**config.mk**
```make
export PLATFORM = sky130hd
export DESIGN_NAME = sil_status_lamps
export DESIGN_NICKNAME = d
export VERILOG_FILES = /design/src/include/sil_pkg.sv /design/src/include/sil_flash_if.sv /design/src/rtl/sil_flasher.sv /design/src/rtl/sil_status_lamps.sv
export SDC_FILE = /design/constraint.sdc
export NUM_CORES = 1
export LEC_CHECK = 0
export BUFFER_PORTS_ARGS = -buffer_cell sky130_fd_sc_hd__clkbuf_2
export CAP_MARGIN = 20
export CELL_PAD_IN_SITES_DETAIL_PLACEMENT = 1
export CELL_PAD_IN_SITES_GLOBAL_PLACEMENT = 1
export CORE_ASPECT_RATIO = 0.75
export CORE_MARGIN = 3
export CORE_UTILIZATION = 40
export DETAILED_ROUTE_END_ITERATION = 8
export HOLD_SLACK_MARGIN = 0.02
export PLACE_DENSITY = 0.78
export SYNTH_ARGS = -nofsm -noshare
export SYNTH_HDL_FRONTEND = slang
export SYNTH_SLANG_ARGS = --single-unit
```
**constraint.sdc**
```tcl
create_clock -name clk -period 2.15 [get_ports clk]
set_clock_uncertainty 0.2 [all_clocks]
set_input_delay 0.1075 -clock clk [delete_from_list [all_inputs] [get_ports clk]]
set_output_delay 0.1075 -clock clk [all_outputs]
set_load 0.02 [all_outputs]
```
**src/include/sil_pkg.sv**
```systemverilog
// package: constants, types and register map for the status lamp block
package sil_pkg;

    // ==========================================
    // avalon register map (byte addresses)
    localparam logic [7:0] SIL_ADDR_CTRL    = 8'h00;
    localparam logic [7:0] SIL_ADDR_STATUS  = 8'h04;
    localparam logic [7:0] SIL_ADDR_IRQ_ST  = 8'h08;
    localparam logic [7:0] SIL_ADDR_IRQ_MSK = 8'h0C;
    localparam logic [7:0] SIL_ADDR_SWCAP   = 8'h10;
    localparam logic [7:0] SIL_ADDR_LAMPS   = 8'h14;
    localparam logic [31:0] SIL_UNMAPPED    = 32'hDEADBEEF;

    // ==========================================
    // ctrl register fields
    localparam int SIL_CTRL_HWFAULT = 0;
    localparam int SIL_CTRL_PARAM   = 1;
    localparam logic [31:0] SIL_CTRL_RST = 32'h00000000;

    // ==========================================
    // status / irq bit positions
    localparam int SIL_EV_RANGE  = 0;
    localparam int SIL_EV_CHANGE = 1;
    localparam int SIL_EV_LINK   = 2;
    localparam int SIL_EV_HW     = 3;
    localparam int SIL_EV_N      = 4;

    // ==========================================
    // lamp colour codes (two bits: {red, green})
    localparam logic [1:0] SIL_LAMP_OFF   = 2'h0;
    localparam logic [1:0] SIL_LAMP_GREEN = 2'h1;
    localparam logic [1:0] SIL_LAMP_RED   = 2'h2;

    // sensor connection states
    localparam logic [1:0] SIL_SNS_NONE  = 2'h0;
    localparam logic [1:0] SIL_SNS_OK    = 2'h1;
    localparam logic [1:0] SIL_SNS_FAULT = 2'h2;

    // ==========================================
    // timing
    localparam int SIL_CLK_MHZ       = 100;
    localparam int SIL_FLASH_HALF_MS = 250;
    localparam int SIL_FLASH_HALF_CYC = SIL_FLASH_HALF_MS * 1000 * SIL_CLK_MHZ;

    // ==========================================
    // capture state machine
    typedef enum logic [2:0] {
        SIL_ST_RESET = 3'b001,
        SIL_ST_CAPT  = 3'b010,
        SIL_ST_RUN   = 3'b100
    } sil_state_t;

endpackage : sil_pkg

```
**src/include/sil_flash_if.sv**
```systemverilog
// interface: flash timebase between top and flasher
`timescale 1ns/10ps
interface sil_flash_if;
    logic phase;
    logic tick;
    modport gen  (output phase, output tick);
    modport user (input phase, input tick);
endinterface : sil_flash_if

```
**src/rtl/sil_flasher.sv**
```systemverilog
// module: free-running flash phase generator
`timescale 1ns/10ps
module sil_flasher
    import sil_pkg::*;
#(
    parameter int HALF_CYC = SIL_FLASH_HALF_CYC
)
(
    // clock and reset
    input  wire logic   clk,
    input  wire logic   rst_n,
    // flash timebase
    sil_flash_if.gen    fl
);

    localparam int CW = $clog2(HALF_CYC + 1);

    logic [CW-1:0] cnt_r;
    logic [CW-1:0] cnt_nxt;
    logic          ph_r;
    logic          ph_nxt;
    logic          tick_nxt;
    logic          tick_r;

    // ==========================================
    // half-period counter
    always_comb
    begin
        tick_nxt = 1'b0;
        cnt_nxt  = cnt_r + CW'(1);
        ph_nxt   = ph_r;
        if (cnt_r == CW'(HALF_CYC - 1))
        begin
            cnt_nxt  = '0;
            ph_nxt   = ~ph_r;
            tick_nxt = 1'b1;
        end
    end

    always_ff @(posedge clk or negedge rst_n)
    begin
        if (!rst_n)
        begin
            cnt_r  <= '0;
            ph_r   <= 1'b0;
            tick_r <= 1'b0;
        end
        else
        begin
            cnt_r  <= cnt_nxt;
            ph_r   <= ph_nxt;
            tick_r <= tick_nxt;
        end
    end

    assign fl.phase = ph_r;
    assign fl.tick  = tick_r;

endmodule : sil_flasher

```
**src/rtl/sil_status_lamps.sv**
```systemverilog
// module: front-panel status lamp logic with avalon register access
// Function
// - fault lamp steady red on bad station
// - fault lamp flashes on switch change while the link exchanges data
// - switches sampled once after power-up
// - sensor lamp follows sensor connection, dark on hardware fault
// - parameter mismatch keeps run and fault dark
// - run lamp dark without link
// - hardware fault darkens all three lamps
//
// Chosen here: the Avalon-MM register port and the placing of the registers.
`timescale 1ns/10ps
module sil_status_lamps
    import sil_pkg::*;
#(
    parameter int         SW_W       = 8,
    parameter logic [7:0] STN_MIN    = 8'h01,
    parameter logic [7:0] STN_MAX    = 8'h40,
    parameter int         FLASH_HALF = SIL_FLASH_HALF_CYC
)
(
    // clock and reset
    input  wire logic              clk,
    input  wire logic              rst_n,
    // setting switches
    input  wire logic [SW_W-1:0]   station_sw,
    input  wire logic [3:0]        mode_sw,
    // fieldbus state
    input  wire logic              link_cable_ok,
    input  wire logic              link_exchange,
    input  wire logic              link_param_ok,
    // sensor amplifier connection
    input  wire logic [1:0]        sensor_state,
    // avalon-mm slave
    input  wire logic [7:0]        avs_address,
    input  wire logic              avs_read,
    input  wire logic              avs_write,
    input  wire logic [31:0]       avs_writedata,
    output logic [31:0]            avs_readdata,
    output logic                   avs_waitrequest,
    // lamps and interrupt
    output logic [1:0]             run_lamp,
    output logic [1:0]             err_lamp,
    output logic [1:0]             ss_lamp,
    output logic                   irq
);

    // ==========================================
    // flash timebase
    sil_flash_if fl ();

    sil_flasher #(
        .HALF_CYC (FLASH_HALF)
    ) u_flash (
        .clk   (clk),
        .rst_n (rst_n),
        .fl    (fl.gen)
    );

    // ==========================================
    // switch capture
    sil_state_t      st_r;
    sil_state_t      st_nxt;
    logic [SW_W-1:0] stn_cap_r;
    logic [SW_W-1:0] stn_cap_nxt;
    logic [3:0]      mode_cap_r;
    logic [3:0]      mode_cap_nxt;

    always_comb
    begin
        st_nxt       = st_r;
        stn_cap_nxt  = stn_cap_r;
        mode_cap_nxt = mode_cap_r;
        unique case (st_r)
            SIL_ST_RESET:
            begin
                st_nxt = SIL_ST_CAPT;
            end
            SIL_ST_CAPT:
            begin
                stn_cap_nxt  = station_sw;
                mode_cap_nxt = mode_sw;
                st_nxt       = SIL_ST_RUN;
            end
            SIL_ST_RUN:
            begin
                st_nxt = SIL_ST_RUN;
            end
            default:
            begin
                st_nxt = SIL_ST_RESET;
            end
        endcase
    end

    always_ff @(posedge clk or negedge rst_n)
    begin
        if (!rst_n)
        begin
            st_r       <= SIL_ST_RESET;
            stn_cap_r  <= '0;
            mode_cap_r <= '0;
        end
        else
        begin
            st_r       <= st_nxt;
            stn_cap_r  <= stn_cap_nxt;
            mode_cap_r <= mode_cap_nxt;
        end
    end

    // ==========================================
    // fault conditions
    logic running;
    logic range_bad;
    logic sw_changed;
    logic hw_fault;
    logic param_bad;
    logic [7:0] stn_ext;

    assign running   = (st_r == SIL_ST_RUN);
    assign stn_ext   = 8'(stn_cap_r);
    assign range_bad = running && ((stn_ext < STN_MIN) || (stn_ext > STN_MAX));
    assign sw_changed = running && ((station_sw != stn_cap_r) || (mode_sw != mode_cap_r));

    // ==========================================
    // registers
    logic [31:0]         ctrl_r;
    logic [31:0]         ctrl_nxt;
    logic [SIL_EV_N-1:0] ist_r;
    logic [SIL_EV_N-1:0] ist_nxt;
    logic [SIL_EV_N-1:0] imsk_r;
    logic [SIL_EV_N-1:0] imsk_nxt;
    logic [SIL_EV_N-1:0] ev_lvl;
    logic [SIL_EV_N-1:0] ev_prev_r;
    logic [SIL_EV_N-1:0] ev_rise;
    logic [31:0]         rd_nxt;
    logic [31:0]         rd_r;
    logic                wait_r;
    logic                wait_nxt;
    logic                acc;

    assign hw_fault  = ctrl_r[SIL_CTRL_HWFAULT];
    assign param_bad = ctrl_r[SIL_CTRL_PARAM] || !link_param_ok;

    assign ev_lvl  = {hw_fault, !link_cable_ok, sw_changed, range_bad};
    assign ev_rise = ev_lvl & ~ev_prev_r;
    assign acc     = (avs_read || avs_write) && wait_r;

    always_comb
    begin
        ctrl_nxt = ctrl_r;
        imsk_nxt = imsk_r;
        ist_nxt  = ist_r;
        rd_nxt   = rd_r;
        wait_nxt = 1'b1;
        if (acc)
        begin
            // one wait cycle; read data registered at the take edge
            wait_nxt = 1'b0;
            rd_nxt   = 32'h00000000;
            if (!avs_write)
            begin
                unique case (avs_address)
                    SIL_ADDR_CTRL:    rd_nxt = ctrl_r;
                    SIL_ADDR_STATUS:  rd_nxt = 32'(ev_lvl);
                    SIL_ADDR_IRQ_ST:  rd_nxt = 32'(ist_r);
                    SIL_ADDR_IRQ_MSK: rd_nxt = 32'(imsk_r);
                    SIL_ADDR_SWCAP:   rd_nxt = {20'h00000, mode_cap_r, 8'(stn_cap_r)};
                    SIL_ADDR_LAMPS:   rd_nxt = {26'h0000000, ss_lamp, err_lamp, run_lamp};
                    default:          rd_nxt = SIL_UNMAPPED;
                endcase
            end
        end
        // write lands at the edge where waitrequest is seen low
        if (avs_write && !wait_r)
        begin
            unique case (avs_address)
                SIL_ADDR_CTRL:    ctrl_nxt = avs_writedata;
                SIL_ADDR_IRQ_ST:  ist_nxt  = ist_r & ~avs_writedata[SIL_EV_N-1:0];
                SIL_ADDR_IRQ_MSK: imsk_nxt = avs_writedata[SIL_EV_N-1:0];
                default:          ctrl_nxt = ctrl_r;
            endcase
        end
        // set wins over a same-cycle clear
        ist_nxt = ist_nxt | ev_rise;
    end

    always_ff @(posedge clk or negedge rst_n)
    begin
        if (!rst_n)
        begin
            ctrl_r    <= SIL_CTRL_RST;
            ist_r     <= '0;
            imsk_r    <= '0;
            ev_prev_r <= '0;
            rd_r      <= 32'h00000000;
            wait_r    <= 1'b1;
        end
        else
        begin
            ctrl_r    <= ctrl_nxt;
            ist_r     <= ist_nxt;
            imsk_r    <= imsk_nxt;
            ev_prev_r <= ev_lvl;
            rd_r      <= rd_nxt;
            wait_r    <= wait_nxt;
        end
    end

    assign avs_readdata    = rd_r;
    assign avs_waitrequest = wait_r;

    // ==========================================
    // lamp decode
    logic [1:0] run_nxt;
    logic [1:0] err_nxt;
    logic [1:0] ss_nxt;
    logic       irq_nxt;
    logic [1:0] run_r;
    logic [1:0] err_r;
    logic [1:0] ss_r;
    logic       irq_r;

    always_comb
    begin
        run_nxt = SIL_LAMP_OFF;
        err_nxt = SIL_LAMP_OFF;
        ss_nxt  = SIL_LAMP_OFF;
        irq_nxt = |(ist_r & imsk_r);
        unique case (sensor_state)
            SIL_SNS_OK:    ss_nxt = SIL_LAMP_GREEN;
            SIL_SNS_FAULT: ss_nxt = SIL_LAMP_RED;
            default:       ss_nxt = SIL_LAMP_OFF;
        endcase
        if (!running)
        begin
            run_nxt = SIL_LAMP_OFF;
        end
        else if (hw_fault)
        begin
            ss_nxt = SIL_LAMP_OFF;
        end
        else if (range_bad)
        begin
            err_nxt = SIL_LAMP_RED;
        end
        else if (param_bad)
        begin
            err_nxt = SIL_LAMP_OFF;
        end
        else if (!link_cable_ok || !link_exchange)
        begin
            run_nxt = SIL_LAMP_OFF;
            err_nxt = (link_cable_ok) ? SIL_LAMP_OFF : SIL_LAMP_OFF;
        end
        else if (sw_changed)
        begin
            err_nxt = fl.phase ? SIL_LAMP_RED : SIL_LAMP_OFF;
        end
        else
        begin
            run_nxt = SIL_LAMP_GREEN;
        end
    end

    always_ff @(posedge clk or negedge rst_n)
    begin
        if (!rst_n)
        begin
            run_r <= SIL_LAMP_OFF;
            err_r <= SIL_LAMP_OFF;
            ss_r  <= SIL_LAMP_OFF;
            irq_r <= 1'b0;
        end
        else
        begin
            run_r <= run_nxt;
            err_r <= err_nxt;
            ss_r  <= ss_nxt;
            irq_r <= irq_nxt;
        end
    end

    assign run_lamp = run_r;
    assign err_lamp = err_r;
    assign ss_lamp  = ss_r;
    assign irq      = irq_r;

endmodule : sil_status_lamps

```
==> results by group, run 1 <==
Floorplanning
  • Core footprint: 13200 um2
  • Die ar.: 15200 um2
  • Die width: 142 um
  • I/O pin count: approximately 100
  • Initial Util: 0.416
  • Core Rows: 36
  • Die height: 108 um

Finish
  • Final nets: 729
  • Fraction of layout cells with a size suffix above 1: 0.362
  • Area grow syn2layout: 38.8%
  • N_diodes: 0

STA
  • Final setup fails: 1
  • Max Fclk: 452 MHz
  • Normalized max-slew margin: 0.518
  • TNS Setup: -60.5 ps
  • Fin crit period: 2210 ps
  • Final hold vios: 0
  • Slew @ Worst Pin: around 720 ps
  • Unrepaired setup endpoints after global routing: true
  • Final WS setup: -60.5 ps
  • Period utilization: 1.03
  • Final Max Tran Viols: 0

Clock tree
  • Sink Count: 123
  • TritonCTS clock tree: built
  • Reg clk slew, reported paths: 60 ps
  • Worst skew pair latency: roughly 430 ps
  • Max clock buf depth: 2
  • # H-tree levels: 4
  • Num CTS Buffers: 17
  • CTS root buffer: clkbuf_16

Status
  • Outcome: finished with violations
  • Failing checks: negative setup slack

Place
  • Port buffer count: 98
  • Routability Congestion: 0.843
  • Hpwl dp: ~12000 um

Global routing
  • GR Overflow Total: 0
  • GRT Total Usage: 0.253
  • Vias in the first global route: 5265
  • Antenna violations before repair: 0
  • Global-route wire length before repair: 29100 um
  • Largest net degree at the start of global routing: 30

Worst setup path
  • Worst EP required: between 2000 and 2500 ps
  • Reg2reg start: stn_cap_r[4]$_DFFE_PN0N_
  • Crit start category: flip-flop
  • R2R Path End: avs_readdata[0]$_DFFE_PN0P_
  • CP max stage cell: or4_4
  • CP peak stage delay: 540 ps
  • CP Class: reg -> reg
  • Flop2flop setup slack: -60 ps
  • Data arrival time of the critical path: 2310 ps
  • CP cell instances: or4_4, o31a_1, or3_4, a221o_1
  • Crit path max fanout: 4
  • R2R depth: 4
  • CP startpoint: stn_cap_r[4]$_DFFE_PN0N_
  • Worst setup EP type: flip-flop

Routing
  • Residual DRC count: 0
  • ANT nets after route: 0
  • WL per Instance: 22.1 um
  • Routed vias/inst: 5.61
  • Total number of vias: approximately 4800
  • DRT Wirelength: 18800 um
  • DRT iter0 DRCs: 346
  • Pre-Repair DR Iteration Count: 4

Hold path
  • Worst hold stages: 6
  • HP Start: avs_address[4]
  • Worst hold path class: in -> reg
  • Hold Path Sink: ist_r[2]$_DFF_PN0_

Synthesis
  • Synthesized area: 5510 um2
  • Netlist cell types: 61
  • Yosys Warn Count: 0
  • Post-synth ARST share: 1.00
  • Post-synth EDFFs: 0
  • Area leader, netlist: dfrtp_1
  • Main flop type after synthesis: dfrtp_1
  • Synth top area share: 0.549
  • Count leader, synth: dfrtp_1
  • Post-synthesis cell count: 475
  • Sequential share of the synthesized area: 0.559
  • Synth top cells by count: dfrtp_1, mux2_2, nand2_1
  • Area contributors post-synth: dfrtp_1, mux2_2, xnor2_1
  • Syn Area/Cell: 11.6 um2
  • Register bit count reported by yosys: 123

Power
  • Power per Cell Area: 786 nW/um2
  • P_leak: 0.00360 uW
  • Overall power consumption: 6020 uW
  • Worst vdd ir: 0.611 mV

Flow run
  • Max-cap check violation count: 0
==> cell families (layout without fill, tap and decap cells) <==
logic type,count (synthesis),after routing,synth area share
AOI/OAI and AO/OA,102,102,0.122
xor gates and xnor gates,25,25,0.0397
adders and majority gates,1,1,0.00227
buffers and inverters,32,236,0.0261
DFF,123,123,0.559
muxes,53,53,0.108
other,1,2,0.000680
and+or+nand+nor,138,138,0.142
==> what timing repair did <==
action | CTS | global route
hold endpoints to repair | 184 | 0
buffers inserted | 0 | 3
gates resized for setup | 2 | 10
setup endpoints to repair | 2 | 18
hold buffers | 58 | 0
==> worst max-delay path: cells and delay by family (launching register included) <==
family          cells  cell delay, ps
compound gates      2             600
flops               1             390
simple gates        2             900
==> state kept, by name, indices dropped and copies added (netlist names) <==
register          cells
irq                   1
avs_waitrequest       1
st_r                  3
u_flash.cnt_r        25
ev_prev_r             4
mode_cap_r            4
ist_r                 4
u_flash.fl.phase      1
stn_cap_r             8
imsk_r                4
ss_lamp               2
ctrl_r               32
run_lamp              1
avs_readdata         32
err_lamp              1
==> per-layer routing <==
metal | share of wire | up-vias | wire, um | global-route usage
met5 | 0 | - | 0 | 0
met1 | 0.42 | 2438 | 7800 | 0.310
li1 | - | 2132 | - | -
met3 | 0.053 | 44 | 989 | 0.0586
met2 | 0.50 | 163 | 9350 | 0.417
met4 | 0.034 | 0 | 634 | 0.131
==> cells in the final DEF (no fill, tap or decap), types with 4 or more instances in the layout <==
master         count
and2_1             5
mux2_1             7
nand4_1           10
and3_1             6
o31ai_1            4
nor3_1             5
a22oi_1            6
inv_1              8
buf_4             38
clkbuf_2          97
a221oi_1           5
nor2b_1            4
inv_6              4
xnor2_1           19
mux2_2            46
dfrtp_1          118
clkbuf_16         17
nand2_1           40
a21oi_1           24
nor4_1             5
nand3_1           12
or3_1              4
a22o_1             9
xor2_1             6
o21ai_0           30
nor2_1            11
buf_12             4
dlygate4sd3_1     57
==> metrics by stage <==
step                hold WS, ps  cell area [um2]  cells  worst slack (ps)  utilization
CTS                        71.7             7590    848             -32.3        0.573
detailed placement        -91.8             6430    758             -56.4        0.485
floorplan                  -388             5520    476              13.2            -
global placement          -92.4             6430    758             -4.47        0.485
finish                     91.8             7650    851             -60.5        0.578
global route                119             7650    851             -75.7        0.578
==> cell type report <==
| type | count | area, um2 |
|---|---|---|
| clock buffer | 17 | 425 |
| clock inverter | 15 | 140 |
| fill | 1391 | 5590 |
| inverter | 8 | 30.0 |
| multi-input combinational | 321 | 2340 |
| sequential | 123 | 3080 |
| tap | 171 | 214 |
| timing repair buffer | 196 | 1420 |
==> worst max-delay path by stage <==
stage	to	slack, ps	cells after the start
after floorplan	avs_readdata[0]$_DFFE_PN0P_	10	4
after global placement	avs_readdata[0]$_DFFE_PN0P_	-4	4
after detailed placement	avs_readdata[0]$_DFFE_PN0P_	-60	4
after CTS	avs_readdata[0]$_DFFE_PN0P_	-30	4
after global routing	avs_readdata[0]$_DFFE_PN0P_	-80	4
final	avs_readdata[0]$_DFFE_PN0P_	-60	4
==> power by group <==
group	leakage, uW	internal [uW]	switching (uW)	total, uW
Clock	0.000272	1610	1160	2760
Sequential	0.00158	2440	94.8	2530
Combinational	0.00175	295	427	721
Power figures use the tool's default switching activity.
==> run 2: changes to the inputs <==
CORE_ASPECT_RATIO = 0.5   (was 0.75)
==> results by group, run 2 (synthesis results as in run 1) <==
Power
  • Share of power burned in registers: 0.397 (-0.024)
  • Internal: 4710 uW (+8.5%)
  • Worst vdd ir: 0.405 mV (-34%)
  • Power per Cell Area: 835 nW/um2 (+6.1%)
  • Comb power frac: 0.114 (-0.006)
  • Overall power consumption: 6390 uW (+6.2%)
  • Clk network pwr share: 0.490 (+0.031)
  • Sw frac: 0.263 (-0.0154)
  • Switch Pwr: 1680 uW (+0.36%)
  • P_leak: 0.00362 uW (+0.47%)

Finish
  • # fillers: 1377 (-1.0%)
  • Area grow syn2layout: 38.9% (about the same)
  • Fraction of layout cells with a size suffix above 1: 0.355 (-0.00631)
  • Storage cell area: 3080 um2 (-0.12%)
  • Most common cell after layout, fill and taps aside: dfrtp_1
  • Final nets: 727 (-0.27%)
  • Final Non-Filler Cells: 849 (-0.24%)
  • Most frequent cells in the layout: dfrtp_1, clkbuf_2, dlygate4sd3_1
  • Multi-input logic area: 2330 um2 (-0.43%)

Clock tree
  • CTS root buffer: clkbuf_16
  • # H-tree levels: 4 (unchanged)
  • Num CTS Buffers: 17 (unchanged)
  • Reg clk slew, reported paths: 70 ps (about the same)
  • Worst skew pair latency: 430 ps (about the same)
  • Max clock buf depth: 2 (unchanged)
  • TritonCTS clock tree: built
  • Sink Count: 123 (unchanged)

Worst setup path
  • Worst EP required: 2260 ps (about the same)
  • R2R Path End: avs_readdata[0]$_DFFE_PN0P_
  • Crit path max fanout: 4 (unchanged)
  • Crit start category: flip-flop
  • R2R depth: 4 (unchanged)
  • Reg2reg start: stn_cap_r[4]$_DFFE_PN0N_
  • CP Class: reg -> reg
  • Worst setup EP type: flip-flop
  • Data arrival time of the critical path: 2360 ps (+50 ps)
  • Flop2flop setup slack: -100 ps (-40 ps)

Routing
  • Residual DRC count: 0 (unchanged)
  • DRT Wirelength: 20000 um (+6.4%)
  • WL per Instance: 23.5 um (+6.6%)
  • Total number of vias: 4904 (+2.7%)
  • Pre-Repair DR Iteration Count: 4 (unchanged)
  • DRT iter0 DRCs: 355 (+2.6%)
  • Met3 routed WL: 1060 um (+6.8%)
  • Top sig layer: met4
  • Met1 WL: 7860 um (+0.85%)
  • ANT nets after route: 0 (unchanged)
  • Routed met2 length: 10000 um (+7.5%)
  • Routed vias/inst: 5.78 (+2.9%)

Floorplanning
  • Die height: 89.0 um (-17%)
  • Core footprint: 13100 um2 (-1.4%)
  • Die ar.: 15300 um2 (+0.46%)
  • Core Rows: 29 (-19%)
  • I/O pin count: 101 (unchanged)
  • Initial Util: 0.422 (+0.00574)
  • Die width: 172 um (+22%)

Status
  • Outcome: finished with violations
  • Failing checks: negative setup slack

Place
  • Port buffer count: 98 (unchanged)
  • Hpwl dp: 11100 um (-4.7%)
  • DP Cell Count: 759 (+0.13%)
  • Routability Congestion: 0.857 (+1.6%)
  • DP Worst Slack: -56.8 ps (-0.320 ps)

STA
  • Fin crit period: 2250 ps (+37.2 ps)
  • Final WS setup: -97.8 ps (-37.2 ps)
  • Final setup fails: 3 (+2)
  • Max Fclk: 445 MHz (-1.7%)
  • Period utilization: 1.05 (+0.0173)
  • Unrepaired setup endpoints after global routing: true
  • Hold Slack: 51.0 ps (-40.8 ps)
  • Final hold vios: 0 (unchanged)
  • Slew @ Worst Pin: 706 ps (-11.5 ps)
  • Final Max Tran Viols: 0 (unchanged)
  • Normalized max-slew margin: 0.527 (+0.00962)

Global routing
  • Antenna violations before repair: 1 (+1)
  • GR Overflow Total: 0 (unchanged)
  • Largest net degree at the start of global routing: 43 (+43%)
  • Vias in the first global route: 5447 (+3.5%)
  • Global-route wire length before repair: 30600 um (+5.2%)
  • GRT Total Usage: 0.270 (+0.0171)

Flow run
  • Max-cap check violation count: 0 (unchanged)

Hold path
  • Worst hold path class: in -> async
run 2: metrics by stage:
step,utilization,instance area (um2),TNS [ps]
after floorplan,-,5520,0
after global placement,0.493,6430,0
after detailed placement,0.493,6430,-56.8
after CTS,0.583,7620,-55.7
after global routing,0.586,7660,-296
final,0.586,7660,-215
run 2: timing repair:
action                     CTS  global route
hold endpoints to repair   187             0
buffers inserted             0             2
gates resized for setup      2             6
hold buffers                54             0
setup endpoints to repair    2            18
gates cloned                 0             1
pin swaps                    0             3
run 2: worst max-delay path, stage by stage, from the launching register on:
cell     delay (ps)
dfrtp_1         410
or4_4           550
o31a_1          260
or3_4           370
a221o_1         340
run 2: routing by layer:
metal,up-vias,track usage
met5,-,0
met4,0,0.156
met3,73,0.0791
met2,208,0.469
met1,2493,0.303
li1,2130,-
run 2: cell type report:
class / count / share of cell area
Timing Repair Buffer: 194 / 0.179
Tap cell: 170 / 0.0278
Inverter: 8 / 0.00392
Antenna cell: 1 / 0.000327
Clock inverter: 13 / 0.0250
Sequential cell: 123 / 0.402
Multi-Input combinational cell: 321 / 0.304
Clock buffer: 19 / 0.0578
run 2: worst max path at each step:
stage	from	to	slack, ps	cells after the start
6_report	stn_cap_r[4]$_DFFE_PN0N_	avs_readdata[0]$_DFFE_PN0P_	-100	4
5_1_grt	stn_cap_r[4]$_DFFE_PN0N_	avs_readdata[0]$_DFFE_PN0P_	-120	4
4_1_cts	stn_cap_r[4]$_DFFE_PN0N_	avs_readdata[0]$_DFFE_PN0P_	-60	4
3_5_place_dp	stn_cap_r[4]$_DFFE_PN0N_	avs_readdata[0]$_DFFE_PN0P_	-60	4
3_3_place_gp	stn_cap_r[4]$_DFFE_PN0N_	avs_readdata[0]$_DFFE_PN0P_	0.4	4
2_1_floorplan	stn_cap_r[4]$_DFFE_PN0N_	avs_readdata[0]$_DFFE_PN0P_	10	4
run 2: power groups by stage:
| stage | clock network, uW | logic [uW] | registers, uW |
|---|---|---|---|
| after floorplan | 0 | 190 | 2650 |
| after global placement | 0 | 583 | 2550 |
| after detailed placement | 0 | 601 | 2560 |
| after CTS | 3140 | 694 | 2520 |
| after global routing | 3290 | 782 | 2540 |
| final | 3130 | 728 | 2540 |
